**src/drms_pkg.sv**
```systemverilog
// Package with register layout, reset values and encodings for the reference mode selector
package drms_pkg;
   // Loop mode encodings
   localparam logic [1:0] MODE_FREERUN = 2'h0;
   localparam logic [1:0] MODE_HOLDOVER = 2'h1;
   localparam logic [1:0] MODE_FORCED = 2'h2;
   localparam logic [1:0] MODE_AUTO = 2'h3;
   // Register select codes on the register port
   localparam logic MODE_REG_SEL = 1'h0;
   localparam logic MASK_REG_SEL = 1'h1;
   // Reset values
   localparam logic [7:0] MODE_REG_RST = 8'h0F;
   localparam logic [7:0] MASK_REG_RST = 8'h87;
   // Field positions in loop_mode_reference_select
   localparam int MODE_LSB = 0;
   localparam int FB_EN_BIT = 5;
   localparam int REFSEL_LSB = 6;
   localparam logic [2:0] RSVD_MODE_RST = 3'h3;
   // Field positions in reference_failure_masks
   localparam int HO_MASK_LSB = 0;
   localparam int SW_MASK_LSB = 4;
   // Failure type bit order
   localparam int FAIL_LOS = 0;
   localparam int FAIL_SCM = 1;
   localparam int FAIL_CFM = 2;
   localparam int FAIL_GST = 3;
   // Priority number meaning disabled
   localparam logic [2:0] PRIO_DISABLED = 3'h7;
   // Loop states, one-hot
   typedef enum logic [3:0] {
      ST_FREERUN = 4'h1,
      ST_LOCKED = 4'h2,
      ST_HOLDOVER = 4'h4,
      ST_SELECT = 4'h8
   } drms_state_t;
endpackage

```
**src/drms_mode_selector.sv**
```systemverilog
// Loop mode and input reference selection with failure masks
`timescale 1ns/1ns
// Summary of operation
// - Mode field picks freerun 00, forced holdover 01, forced lock 10, automatic 11.
// - Automatic mode chooses by availability and priority, holding over only with none left.
// - Forced lock tracks only the programmed reference and holds over if it fails.
// - Forced holdover ignores all references and keeps the last selected one.
// - Freerun uses only the crystal oscillator input.
// - Feedback enable set applies external feedback phase to all outputs, clear ignores it.
// - The one shared feedback input is used by any loop whose enable is set.
// - In automatic mode the reference field reads back the selected reference index.
// - In forced lock mode the reference field selects the forced reference 0 to 3.
// - In freerun and forced holdover the reference field is ignored.
// - A low holdover mask bit stops holdover entry for that failure type.
// - Holdover mask bits are loss of signal, single cycle, coarse frequency, guard soak.
// - A low switch mask bit stops a reference switch caused by that failure type.
// - Switch mask bits follow the same failure order as the holdover mask.
// - Automatic mode reverts to a better priority but not among equal priorities.
module drms_mode_selector #(
   parameter int NREF = 4
)(
   // Clock and reset
   input wire logic clk_i,
   input wire logic rstn_i,
   // Register port
   input wire logic reg_sel_i,
   input wire logic reg_wr_i,
   input wire logic [7:0] reg_wdata_i,
   output logic [7:0] reg_rdata_o,
   // Failure monitors, one bit per reference per type
   input wire logic [NREF-1:0] loss_of_signal_fail_i,
   input wire logic [NREF-1:0] single_cycle_monitor_fail_i,
   input wire logic [NREF-1:0] coarse_frequency_monitor_fail_i,
   input wire logic [NREF-1:0] guard_soak_timer_fail_i,
   // Reference priorities, 3 bits each, 7 disables
   input wire logic [3*NREF-1:0] ref_priority_i,
   // Shared external feedback phase
   input wire logic [15:0] ext_fb_phase_i,
   // Loop control outputs
   output logic [1:0] ref_index_o,
   output logic ref_track_o,
   output logic holdover_o,
   output logic freerun_o,
   output logic use_ext_fb_o,
   output logic [15:0] fb_phase_o,
   output logic [3:0] state_o
);
   logic [1:0] loop_mode_field_r;
   logic [2:0] mode_rsvd_r;
   logic external_feedback_enable_r;
   logic [1:0] reference_select_or_status_r;
   logic [3:0] holdover_failure_mask_r;
   logic [3:0] switch_failure_mask_r;
   logic [1:0] sel_ref_r;
   logic sel_valid_r;
   drms_pkg::drms_state_t state_r;
   drms_pkg::drms_state_t state_nxt;
   logic [1:0] sel_ref_nxt;
   logic sel_valid_nxt;
   logic [NREF-1:0] ho_fail;
   logic [NREF-1:0] sw_fail;
   logic [NREF-1:0] avail;
   logic [1:0] pick;
   logic any_avail;
   logic [15:0] fb_phase_r;
   logic use_fb_r;

   // Fold the four failure types through a mask; monitors come in as arguments
   // so that the assignments below follow every change of a failure level
   function automatic logic [NREF-1:0] masked_fail(input logic [3:0] mask,
                                                   input logic [NREF-1:0] loss_of_signal_fail,
                                                   input logic [NREF-1:0] single_cycle_monitor_fail,
                                                   input logic [NREF-1:0] coarse_frequency_monitor_fail,
                                                   input logic [NREF-1:0] guard_soak_timer_fail);
      masked_fail = ({NREF{mask[drms_pkg::FAIL_LOS]}} & loss_of_signal_fail)
                  | ({NREF{mask[drms_pkg::FAIL_SCM]}} & single_cycle_monitor_fail)
                  | ({NREF{mask[drms_pkg::FAIL_CFM]}} & coarse_frequency_monitor_fail)
                  | ({NREF{mask[drms_pkg::FAIL_GST]}} & guard_soak_timer_fail);
   endfunction

   assign ho_fail = masked_fail(holdover_failure_mask_r, loss_of_signal_fail_i,
                                single_cycle_monitor_fail_i, coarse_frequency_monitor_fail_i,
                                guard_soak_timer_fail_i);
   assign sw_fail = masked_fail(switch_failure_mask_r, loss_of_signal_fail_i,
                                single_cycle_monitor_fail_i, coarse_frequency_monitor_fail_i,
                                guard_soak_timer_fail_i);
   // A reference is a switch candidate unless an unmasked failure stands on it
   assign avail = ~sw_fail;

   drms_ref_chooser #(
      .NREF(NREF)
   ) u_chooser (
      .avail_i(avail),
      .prio_i(ref_priority_i),
      .cur_i(sel_ref_r),
      .cur_valid_i(sel_valid_r && state_r == drms_pkg::ST_LOCKED),
      .pick_o(pick),
      .any_o(any_avail)
   );

   // Register writes
   always_ff @(posedge clk_i or negedge rstn_i)
   begin
      if (!rstn_i)
      begin
         loop_mode_field_r <= drms_pkg::MODE_REG_RST[1:0];
         mode_rsvd_r <= drms_pkg::RSVD_MODE_RST;
         external_feedback_enable_r <= drms_pkg::MODE_REG_RST[5];
         reference_select_or_status_r <= drms_pkg::MODE_REG_RST[7:6];
         holdover_failure_mask_r <= drms_pkg::MASK_REG_RST[3:0];
         switch_failure_mask_r <= drms_pkg::MASK_REG_RST[7:4];
      end
      else if (reg_wr_i)
      begin
         if (reg_sel_i == drms_pkg::MODE_REG_SEL)
         begin
            loop_mode_field_r <= reg_wdata_i[drms_pkg::MODE_LSB +: 2];
            mode_rsvd_r <= reg_wdata_i[4:2];
            external_feedback_enable_r <= reg_wdata_i[drms_pkg::FB_EN_BIT];
            // Field write is dropped while automatic mode stays in force
            if (!(loop_mode_field_r == drms_pkg::MODE_AUTO
                  && reg_wdata_i[1:0] == drms_pkg::MODE_AUTO))
            begin
               reference_select_or_status_r <= reg_wdata_i[drms_pkg::REFSEL_LSB +: 2];
            end
         end
         else
         begin
            holdover_failure_mask_r <= reg_wdata_i[drms_pkg::HO_MASK_LSB +: 4];
            switch_failure_mask_r <= reg_wdata_i[drms_pkg::SW_MASK_LSB +: 4];
         end
      end
   end

   // Register reads; automatic mode shows the live selection
   always_comb
   begin
      if (reg_sel_i == drms_pkg::MODE_REG_SEL)
      begin
         reg_rdata_o = {reference_select_or_status_r, external_feedback_enable_r,
                        mode_rsvd_r, loop_mode_field_r};
         if (loop_mode_field_r == drms_pkg::MODE_AUTO)
         begin
            reg_rdata_o[7:6] = sel_ref_r;
         end
      end
      else
      begin
         reg_rdata_o = {switch_failure_mask_r, holdover_failure_mask_r};
      end
   end

   // Next state and reference choice
   always_comb
   begin
      state_nxt = state_r;
      sel_ref_nxt = sel_ref_r;
      sel_valid_nxt = sel_valid_r;
      unique case (loop_mode_field_r)
         drms_pkg::MODE_FREERUN:
         begin
            state_nxt = drms_pkg::ST_FREERUN;
         end
         drms_pkg::MODE_HOLDOVER:
         begin
            // Keep last selected reference as the holdover basis
            state_nxt = sel_valid_r ? drms_pkg::ST_HOLDOVER : drms_pkg::ST_FREERUN;
         end
         drms_pkg::MODE_FORCED:
         begin
            sel_ref_nxt = reference_select_or_status_r;
            sel_valid_nxt = 1'b1;
            // Failure masked for holdover keeps the loop on the forced reference
            if (ho_fail[reference_select_or_status_r])
            begin
               state_nxt = drms_pkg::ST_HOLDOVER;
            end
            else
            begin
               state_nxt = drms_pkg::ST_LOCKED;
            end
         end
         drms_pkg::MODE_AUTO:
         begin
            if (any_avail)
            begin
               sel_ref_nxt = pick;
               sel_valid_nxt = 1'b1;
               state_nxt = drms_pkg::ST_LOCKED;
            end
            else if (sel_valid_r && !ho_fail[sel_ref_r])
            begin
               state_nxt = drms_pkg::ST_LOCKED;
            end
            else
            begin
               state_nxt = sel_valid_r ? drms_pkg::ST_HOLDOVER : drms_pkg::ST_FREERUN;
            end
         end
      endcase
   end

   // Loop state
   always_ff @(posedge clk_i or negedge rstn_i)
   begin
      if (!rstn_i)
      begin
         state_r <= drms_pkg::ST_FREERUN;
         sel_ref_r <= 2'h0;
         sel_valid_r <= 1'b0;
      end
      else
      begin
         state_r <= state_nxt;
         sel_ref_r <= sel_ref_nxt;
         sel_valid_r <= sel_valid_nxt;
      end
   end

   // Shared external feedback, taken whenever the enable is set
   always_ff @(posedge clk_i or negedge rstn_i)
   begin
      if (!rstn_i)
      begin
         fb_phase_r <= 16'h0000;
         use_fb_r <= 1'b0;
      end
      else
      begin
         use_fb_r <= external_feedback_enable_r;
         fb_phase_r <= external_feedback_enable_r ? ext_fb_phase_i : 16'h0000;
      end
   end

   assign ref_index_o = sel_ref_r;
   assign ref_track_o = state_r == drms_pkg::ST_LOCKED;
   assign holdover_o = state_r == drms_pkg::ST_HOLDOVER;
   assign freerun_o = state_r == drms_pkg::ST_FREERUN;
   assign use_ext_fb_o = use_fb_r;
   assign fb_phase_o = fb_phase_r;
   assign state_o = state_r;
endmodule

```
**src/drms_ref_chooser.sv**
```systemverilog
// Priority chooser: picks the best available reference with non-revertive ties
`timescale 1ns/1ns
module drms_ref_chooser #(
   parameter int NREF = 4
)(
   // Candidates
   input wire logic [NREF-1:0] avail_i,
   input wire logic [3*NREF-1:0] prio_i,
   // Current choice
   input wire logic [1:0] cur_i,
   input wire logic cur_valid_i,
   // Result
   output logic [1:0] pick_o,
   output logic any_o
);
   logic [2:0] best;
   always_comb
   begin
      best = drms_pkg::PRIO_DISABLED;
      pick_o = 2'h0;
      any_o = 1'b0;
      // Strictly lower number wins; lowest index breaks first ties
      for (int i = 0; i < NREF; i++)
      begin
         if (avail_i[i] && prio_i[3*i +: 3] != drms_pkg::PRIO_DISABLED
             && (!any_o || prio_i[3*i +: 3] < best))
         begin
            best = prio_i[3*i +: 3];
            pick_o = 2'(i);
            any_o = 1'b1;
         end
      end
      // Keep current reference when an equal priority is all that competes
      if (cur_valid_i && avail_i[cur_i] && any_o && prio_i[3*cur_i +: 3] == best)
      begin
         pick_o = cur_i;
      end
   end
endmodule

```
**config.mk**
```make
export PLATFORM = sky130hd
export DESIGN_NAME = drms_mode_selector
export DESIGN_NICKNAME = d
export VERILOG_FILES = /design/src/drms_pkg.sv /design/src/drms_mode_selector.sv /design/src/drms_ref_chooser.sv
export SDC_FILE = /design/constraint.sdc
export NUM_CORES = 1
export LEC_CHECK = 0
export ABC_AREA = 1
export BUFFER_PORTS_ARGS = -buffer_cell sky130_fd_sc_hd__clkbuf_2
export CORE_MARGIN = 2
export CORE_UTILIZATION = 50
export CTS_CLUSTER_SIZE = 16
export DETAILED_ROUTE_END_ITERATION = 10
export PLACE_DENSITY = 0.8
export SLEW_MARGIN = 20
export SYNTH_ARGS = -nofsm -noshare
export SYNTH_HDL_FRONTEND = slang
export SYNTH_HIERARCHICAL = 1
export SYNTH_SLANG_ARGS = --single-unit
```
**constraint.sdc**
```tcl
create_clock -name clk_i -period 8.3 [get_ports clk_i]
set_input_delay 0.415 -clock clk_i [delete_from_list [all_inputs] [get_ports clk_i]]
set_output_delay 0.415 -clock clk_i [all_outputs]
set_load 0.05 [all_outputs]
```
-- Word level (Yosys, flattened, before mapping)
Index checks and enable logic that the tools add are counted.
- bits in registers: 40
- input port bits: 56
- output and inout bits: 34
- logic and storage cells: 106
- multipliers: 1
- magnitude comparators: 5
- equality and inequality tests: 14
- shift operators: 1
- multiplexer cells: 30
- bitwise gates (word level): 17
- reduce and logical (&&, ||, !) cells: 27
- operators by type and width (kind ; count):
    4-bit bitwise AND ; 8
    3-bit two-way mux ; 8
    4-bit OR ; 6
    16-bit two-way mux ; 1
    4-bit case mux with 4 select lines ; 1
    1-bit logical AND ; 13
    3-bit inequality test (second input constant) ; 4
    12-bit by 5-bit indexed part select with 3-bit output ; 1
    2-bit two-way mux ; 5
    3-bit less-than comparator ; 3
    1-bit two-way mux ; 9
    8-bit two-way mux ; 1
    1-bit binary-select mux with 2-bit select ; 3
    2-bit == test (second input constant) ; 3
    2-bit by 3-bit less-than comparator with 1-bit output (second input constant) ; 2
    2-bit AND reduction ; 3
    3-bit AND reduction ; 2
    4-bit by 1-bit == test with 1-bit output (second input constant) ; 1
    4-bit by 2-bit == test with 1-bit output (second input constant) ; 1
    4-bit by 3-bit == test with 1-bit output (second input constant) ; 1
    1-bit zero test ; 4
    2-bit by 2-bit multiplier with 4-bit output (first input constant) ; 1
    2-bit inequality test (second input constant) ; 2
    4-bit inverter ; 1
    other kinds (8) ; 11

-- Logic depth before layout (Yosys ltp)
- word-level depth: 24
- gate-level depth with buffers: 40
- gate-level depth less buffers: 40

-- Hierarchy
Netlist, hierarchy kept.
- modules (own cells, without submodules) (module ; instances ; cells an instance ; area each (um2) ; seq. area each (um2)):
    drms_mode_selector ; 1 ; 235 ; 1848.0 ; 987.2
    drms_ref_chooser ; 1 ; 134 ; 730.7 ; 0.0

-- Least setup slack after synthesis
No wires, ideal clock.
- kind: register to register
- start point: reg switch_failure_mask_r[1]
- end point: reg sel_ref_r[1] (netlist: ref_index_o[1])
- library setup time: 0.082 ns
- arrival time: 4.084 ns
- required time: 8.218 ns
- setup slack: 4.134 ns
- cell stages (with the launch flop): 36
- path buffers: 0
- clock period less this slack: 4.166 ns
- path through: dfrtp_1 a22o_1 a221oi_1 nand2_2 nor2_1 ha_1 nand2_1 inv_2 nand2_1 nand2_2 nand2_4 nand2_4 o21ai_0 ha_1 a21oi_1 nand2_1 nand2_2 nand2_4 nand2_1 o21a_1 inv_1 ha_1 nand2_1 inv_1 nand2_1 nand2_2 nand2_4 nand2_4 nand2_2 nand3_2 nand2_2 nor2_4 nand3_1 nand2_1 nand2_1 a31oi_1
- elaborated cells between the ends (all ways): 43
- classes of those cells: order compare (3); eq/ne (3); mux (15); bitwise (5); reduce/logical (17)
- RTL lines (item ; RTL line ; source):
    start, declared ; drms_mode_selector.sv:53 ; logic [3:0] switch_failure_mask_r;
    start signal, assigned ; drms_mode_selector.sv:111 ; switch_failure_mask_r <= drms_pkg::MASK_REG_RST[7:4];
    start signal, assigned ; drms_mode_selector.sv:130 ; switch_failure_mask_r <= reg_wdata_i[drms_pkg::SW_MASK_LSB +: 4];
    4-bit bitwise AND (*) ; drms_mode_selector.sv:76 ; | ({NREF{mask[drms_pkg::FAIL_SCM]}} & single_cycle_monitor_fail)
    4-bit OR (*) ; drms_mode_selector.sv:76 ;
    4-bit OR (*) ; drms_mode_selector.sv:77 ; | ({NREF{mask[drms_pkg::FAIL_CFM]}} & coarse_frequency_monitor_fail)
    4-bit OR (*) ; drms_mode_selector.sv:78 ; | ({NREF{mask[drms_pkg::FAIL_GST]}} & guard_soak_timer_fail);
    4-bit inverter (*) ; drms_mode_selector.sv:88 ; assign avail = ~sw_fail;
    net avail[0] ; drms_mode_selector.sv:62 ; logic [NREF-1:0] avail;
    1-bit logical AND (*) ; drms_ref_chooser.sv:25 ; if (avail_i[i] && prio_i[3*i +: 3] != drms_pkg::PRIO_DISABLED
    3-bit two-way mux or 1-bit two-way mux (tied branches) ; drms_ref_chooser.sv:25 ;
    [... 8 more ...] ; -- ;
    3-bit less-than comparator or 1-bit zero test (tied branches) ; drms_ref_chooser.sv:26 ; && (!any_o || prio_i[3*i +: 3] < best))
    1-bit logical OR ; drms_ref_chooser.sv:26 ;
    1-bit logical AND ; drms_ref_chooser.sv:26 ;
    2-bit two-way mux (*) ; drms_ref_chooser.sv:25 ;
    2-bit two-way mux (*) ; drms_ref_chooser.sv:34 ; if (cur_valid_i && avail_i[cur_i] && any_o && prio_i[3*cur_i +: 3] == best)
    net pick[1] ; drms_mode_selector.sv:63 ; logic [1:0] pick;
    2-bit two-way mux (*) ; drms_mode_selector.sv:185 ; if (any_avail)
    2-bit case mux with 2 select lines (*) ; drms_mode_selector.sv:159 ; unique case (loop_mode_field_r)
    end signal, assigned ; drms_mode_selector.sv:215 ; sel_ref_r <= sel_ref_nxt;
    end, declared ; drms_mode_selector.sv:54 ; logic [1:0] sel_ref_r;
Mark *: on every way through the listed nets, which the timed path passes. The rest lies on a longest branch. The select of a mux whose other input is x is not followed.
A chain may end at the register's enable or synchronous reset.

-- Final worst setup path
- start point: reg switch_failure_mask_r[1]
- end point: reg sel_ref_r[0] (netlist: ref_index_o[0])
Same word-level chain as after synthesis.

==> results.md <==
* Pins over their slew limit at 0
* Rows at 26
* Rel. slew slack at 37.4%
* Total Routed Length at 6230 um
* DRC violations left at 0
* Synthesis Warnings at 6
* Post-synth EDFFs at 0
* Initial core utilization at 51.1%
* CP max FO at 7
* Post-Syn Area per Cell at 6.99 um^2
* Hold Slack at 0.251 ns
* Sink Count at 39
* Count leader, synth: nand2_1
* DR iter-0 viols at 94
* Share of post-route cells with drive strength above 1 at 29.7%
* Status: finished, final reports clean
* Crit path time final at 4.73 ns
* Area leader, netlist: dfrtp_1
* Number of global-route vias before repair at 2509
* Worst Path Arrival at 4.95 ns
* Final hold violation count at 0
* Total number of vias at 2605
* Area of the multi-input gates at 0.00131 mm^2
* CTS Buf Count at 5
* Clk_lat worst skew at 0.29 ns
* Placed cells at 520
* RR Startpoint: switch_failure_mask_r[1]
* Post_cts resized at 0
* GPL Wtd Cong at 0.944
* GRT overflow at 0
* Buffers on Ports at 88
* Worst R2R Path Depth at 33
* R2r setup slk at 3.57 ns
* Core area at 0.00504 mm^2
* Synth cell types at 34
* # hold bufs at CTS at 0
* Largest net degree at the start of global routing at 40
* Design area at 0.00315 mm^2
* Top_reg_cell synth: dfrtp_1
* Die Width at 75.8 um
* Placed cell area at 0.00307 mm^2
* Final Non-Filler Cells at 528
* First-pass GRT wire length at 10400 um
* Area contributors post-synth: dfrtp_1 29%, nand2_1 19%, dfstp_2 9.2%
* Startpoint types: flop
* Post-synthesis net count at 431
* Crit. End Element: flop
* Dpl ws at 3.55 ns
* Mapped Area at 0.00258 mm^2
* Initial antenna violation count at 0
* Post-synth top area share at 29.1%
* FILL cells at 460
* Worst path slowest cell: dfrtp_1
* Via density at 4.93
* Layout area overhead at 22.3%
* Post-DP HPWL at 5000 um
* Pwr Density at 222 mW/mm^2
* Clk_skew at 0.00346 ns
* GRT Overall Usage at 23.6%
* Final #Nets at 519
* Synthesized flop and latch total at 39
* Unrepaired setup endpoints after global routing: false
* Clock transition at path regs at 0.07 ns
* Die footprint at 0.00575 mm^2
* I/O pins at 90
* Wire per inst at 11.8 um
* Mapped Cells at 369
* Clk buf depth at 2
* Worst R2R End: ref_index_o[0]
* Cell mode on critical path: nand2_1
* Antenna violation net count after detailed routing at 0
* Leak at 1.92 nW
* Peak supply drop at 0.151 mV
* Max cap viols at 0
* Synth cell count leaders: 133 x nand2_1, 57 x inv_1, 30 x dfrtp_1
* Min-Delay Path Class: in -> async
* Fin crit share at 57.0%
* CTS tree: yes
* F_max at 211 MHz
* H-tree depth at 2
* Root buf cell: clkbuf_8
* WS Path Type: reg -> reg
* WP data required at 8.52 ns
* First drt pass iteration count at 4
* Chip height at 75.8 um
* Post-synth ARST share at 100%
* Final setup TNS at 0 ns
* Sequential cell area fraction in the yosys report at 38.3%
* N_diodes at 0
* Total power draw at 0.702 mW
* Count of final setup violators at 0
* Post-CTS setup buffers at 0
* Layout Utilization at 62.6%
* Largest stage delay, worst path at 0.45 ns
* Slew @ Worst Pin at 0.938 ns
* Final WS setup at 3.57 ns
* Area occupied by registers at 987 um^2
worst max path at each step:
stage                                              start        endpoint  slack, ns  depth (start not counted)
after floorplan                 switch_failure_mask_r[1]  ref_index_o[1]       4.13                         35
after global placement    single_cycle_monitor_fail_i[0]  ref_index_o[0]       3.69                         34
after detailed placement  single_cycle_monitor_fail_i[0]  ref_index_o[0]       3.55                         34
after CTS                       switch_failure_mask_r[1]  ref_index_o[0]       3.57                         33
after global routing            switch_failure_mask_r[1]  ref_index_o[1]       3.05                         33
final                           switch_failure_mask_r[1]  ref_index_o[0]       3.57                         33
sequential cells by signal, summed over array words and instances, names as in the netlist:
| register | count |
|---|---|
| loop_mode_field_r | 2 |
| ref_index_o | 2 |
| holdover_failure_mask_r | 4 |
| reference_select_or_status_r | 2 |
| switch_failure_mask_r | 4 |
| use_ext_fb_o | 1 |
| mode_rsvd_r | 3 |
| fb_phase_o | 16 |
| external_feedback_enable_r | 1 |
| sel_valid_r | 1 |
| state_o | 3 |
power breakdown:
group	switching, mW	internal (mW)	leakage, nW	total [mW]
Combinational	0.225	0.0995	1.40	0.324
Sequential	0.0346	0.217	0.474	0.252
Clock	0.0677	0.0584	0.0402	0.126
Total	0.327	0.375	1.92	0.702
layout make-up:
type / instances / share of cell area (%)
Multi-Input combinational cell: 262 / 41.4
Sequential cell: 39 / 31.3
Timing Repair Buffer: 88 / 14.0
Inverter: 61 / 7.77
Tap cell: 70 / 2.78
Clock buffer: 5 / 2.18
Clock inverter: 3 / 0.635
layer usage:
metal	wire length [um]	share of wire, %	global-route usage (%)
met4	139	2.2	9.36
met5	0	0	0
met1	2620	42	26.9
met3	391	6.3	5.42
met2	3070	49	42.3
cells in the final DEF (no fill, tap or decap), types with 6 or more instances in the layout:
master	n
nand2_1	133
a21oi_1	9
inv_1	57
dfstp_2	9
nor2_1	18
dfrtp_1	30
o21ai_0	20
clkbuf_2	88
nand3_1	22
nand2_2	12
ha_1	6
worst max-delay path: cells and delay by family, from the launching register on:
family / cells / cell delay, ns
adders and majority gates: 3 / 0.84
DFF: 1 / 0.45
buffers and inverters: 3 / 0.20
and+or+nand+nor: 20 / 1.59
AOI/OAI and AO/OA: 7 / 1.57
logic make-up after synthesis:
group	Yosys count	share of synthesized area, %
other	1	0.145
adder cells (fa/ha/maj)	6	2.91
flip-flops	39	38.3
AO/OA/AOI/OAI	52	12.2
buffers and inverters	68	11.1
AND/OR/NAND/NOR	203	35.3
Power figures use the tool's default switching activity.
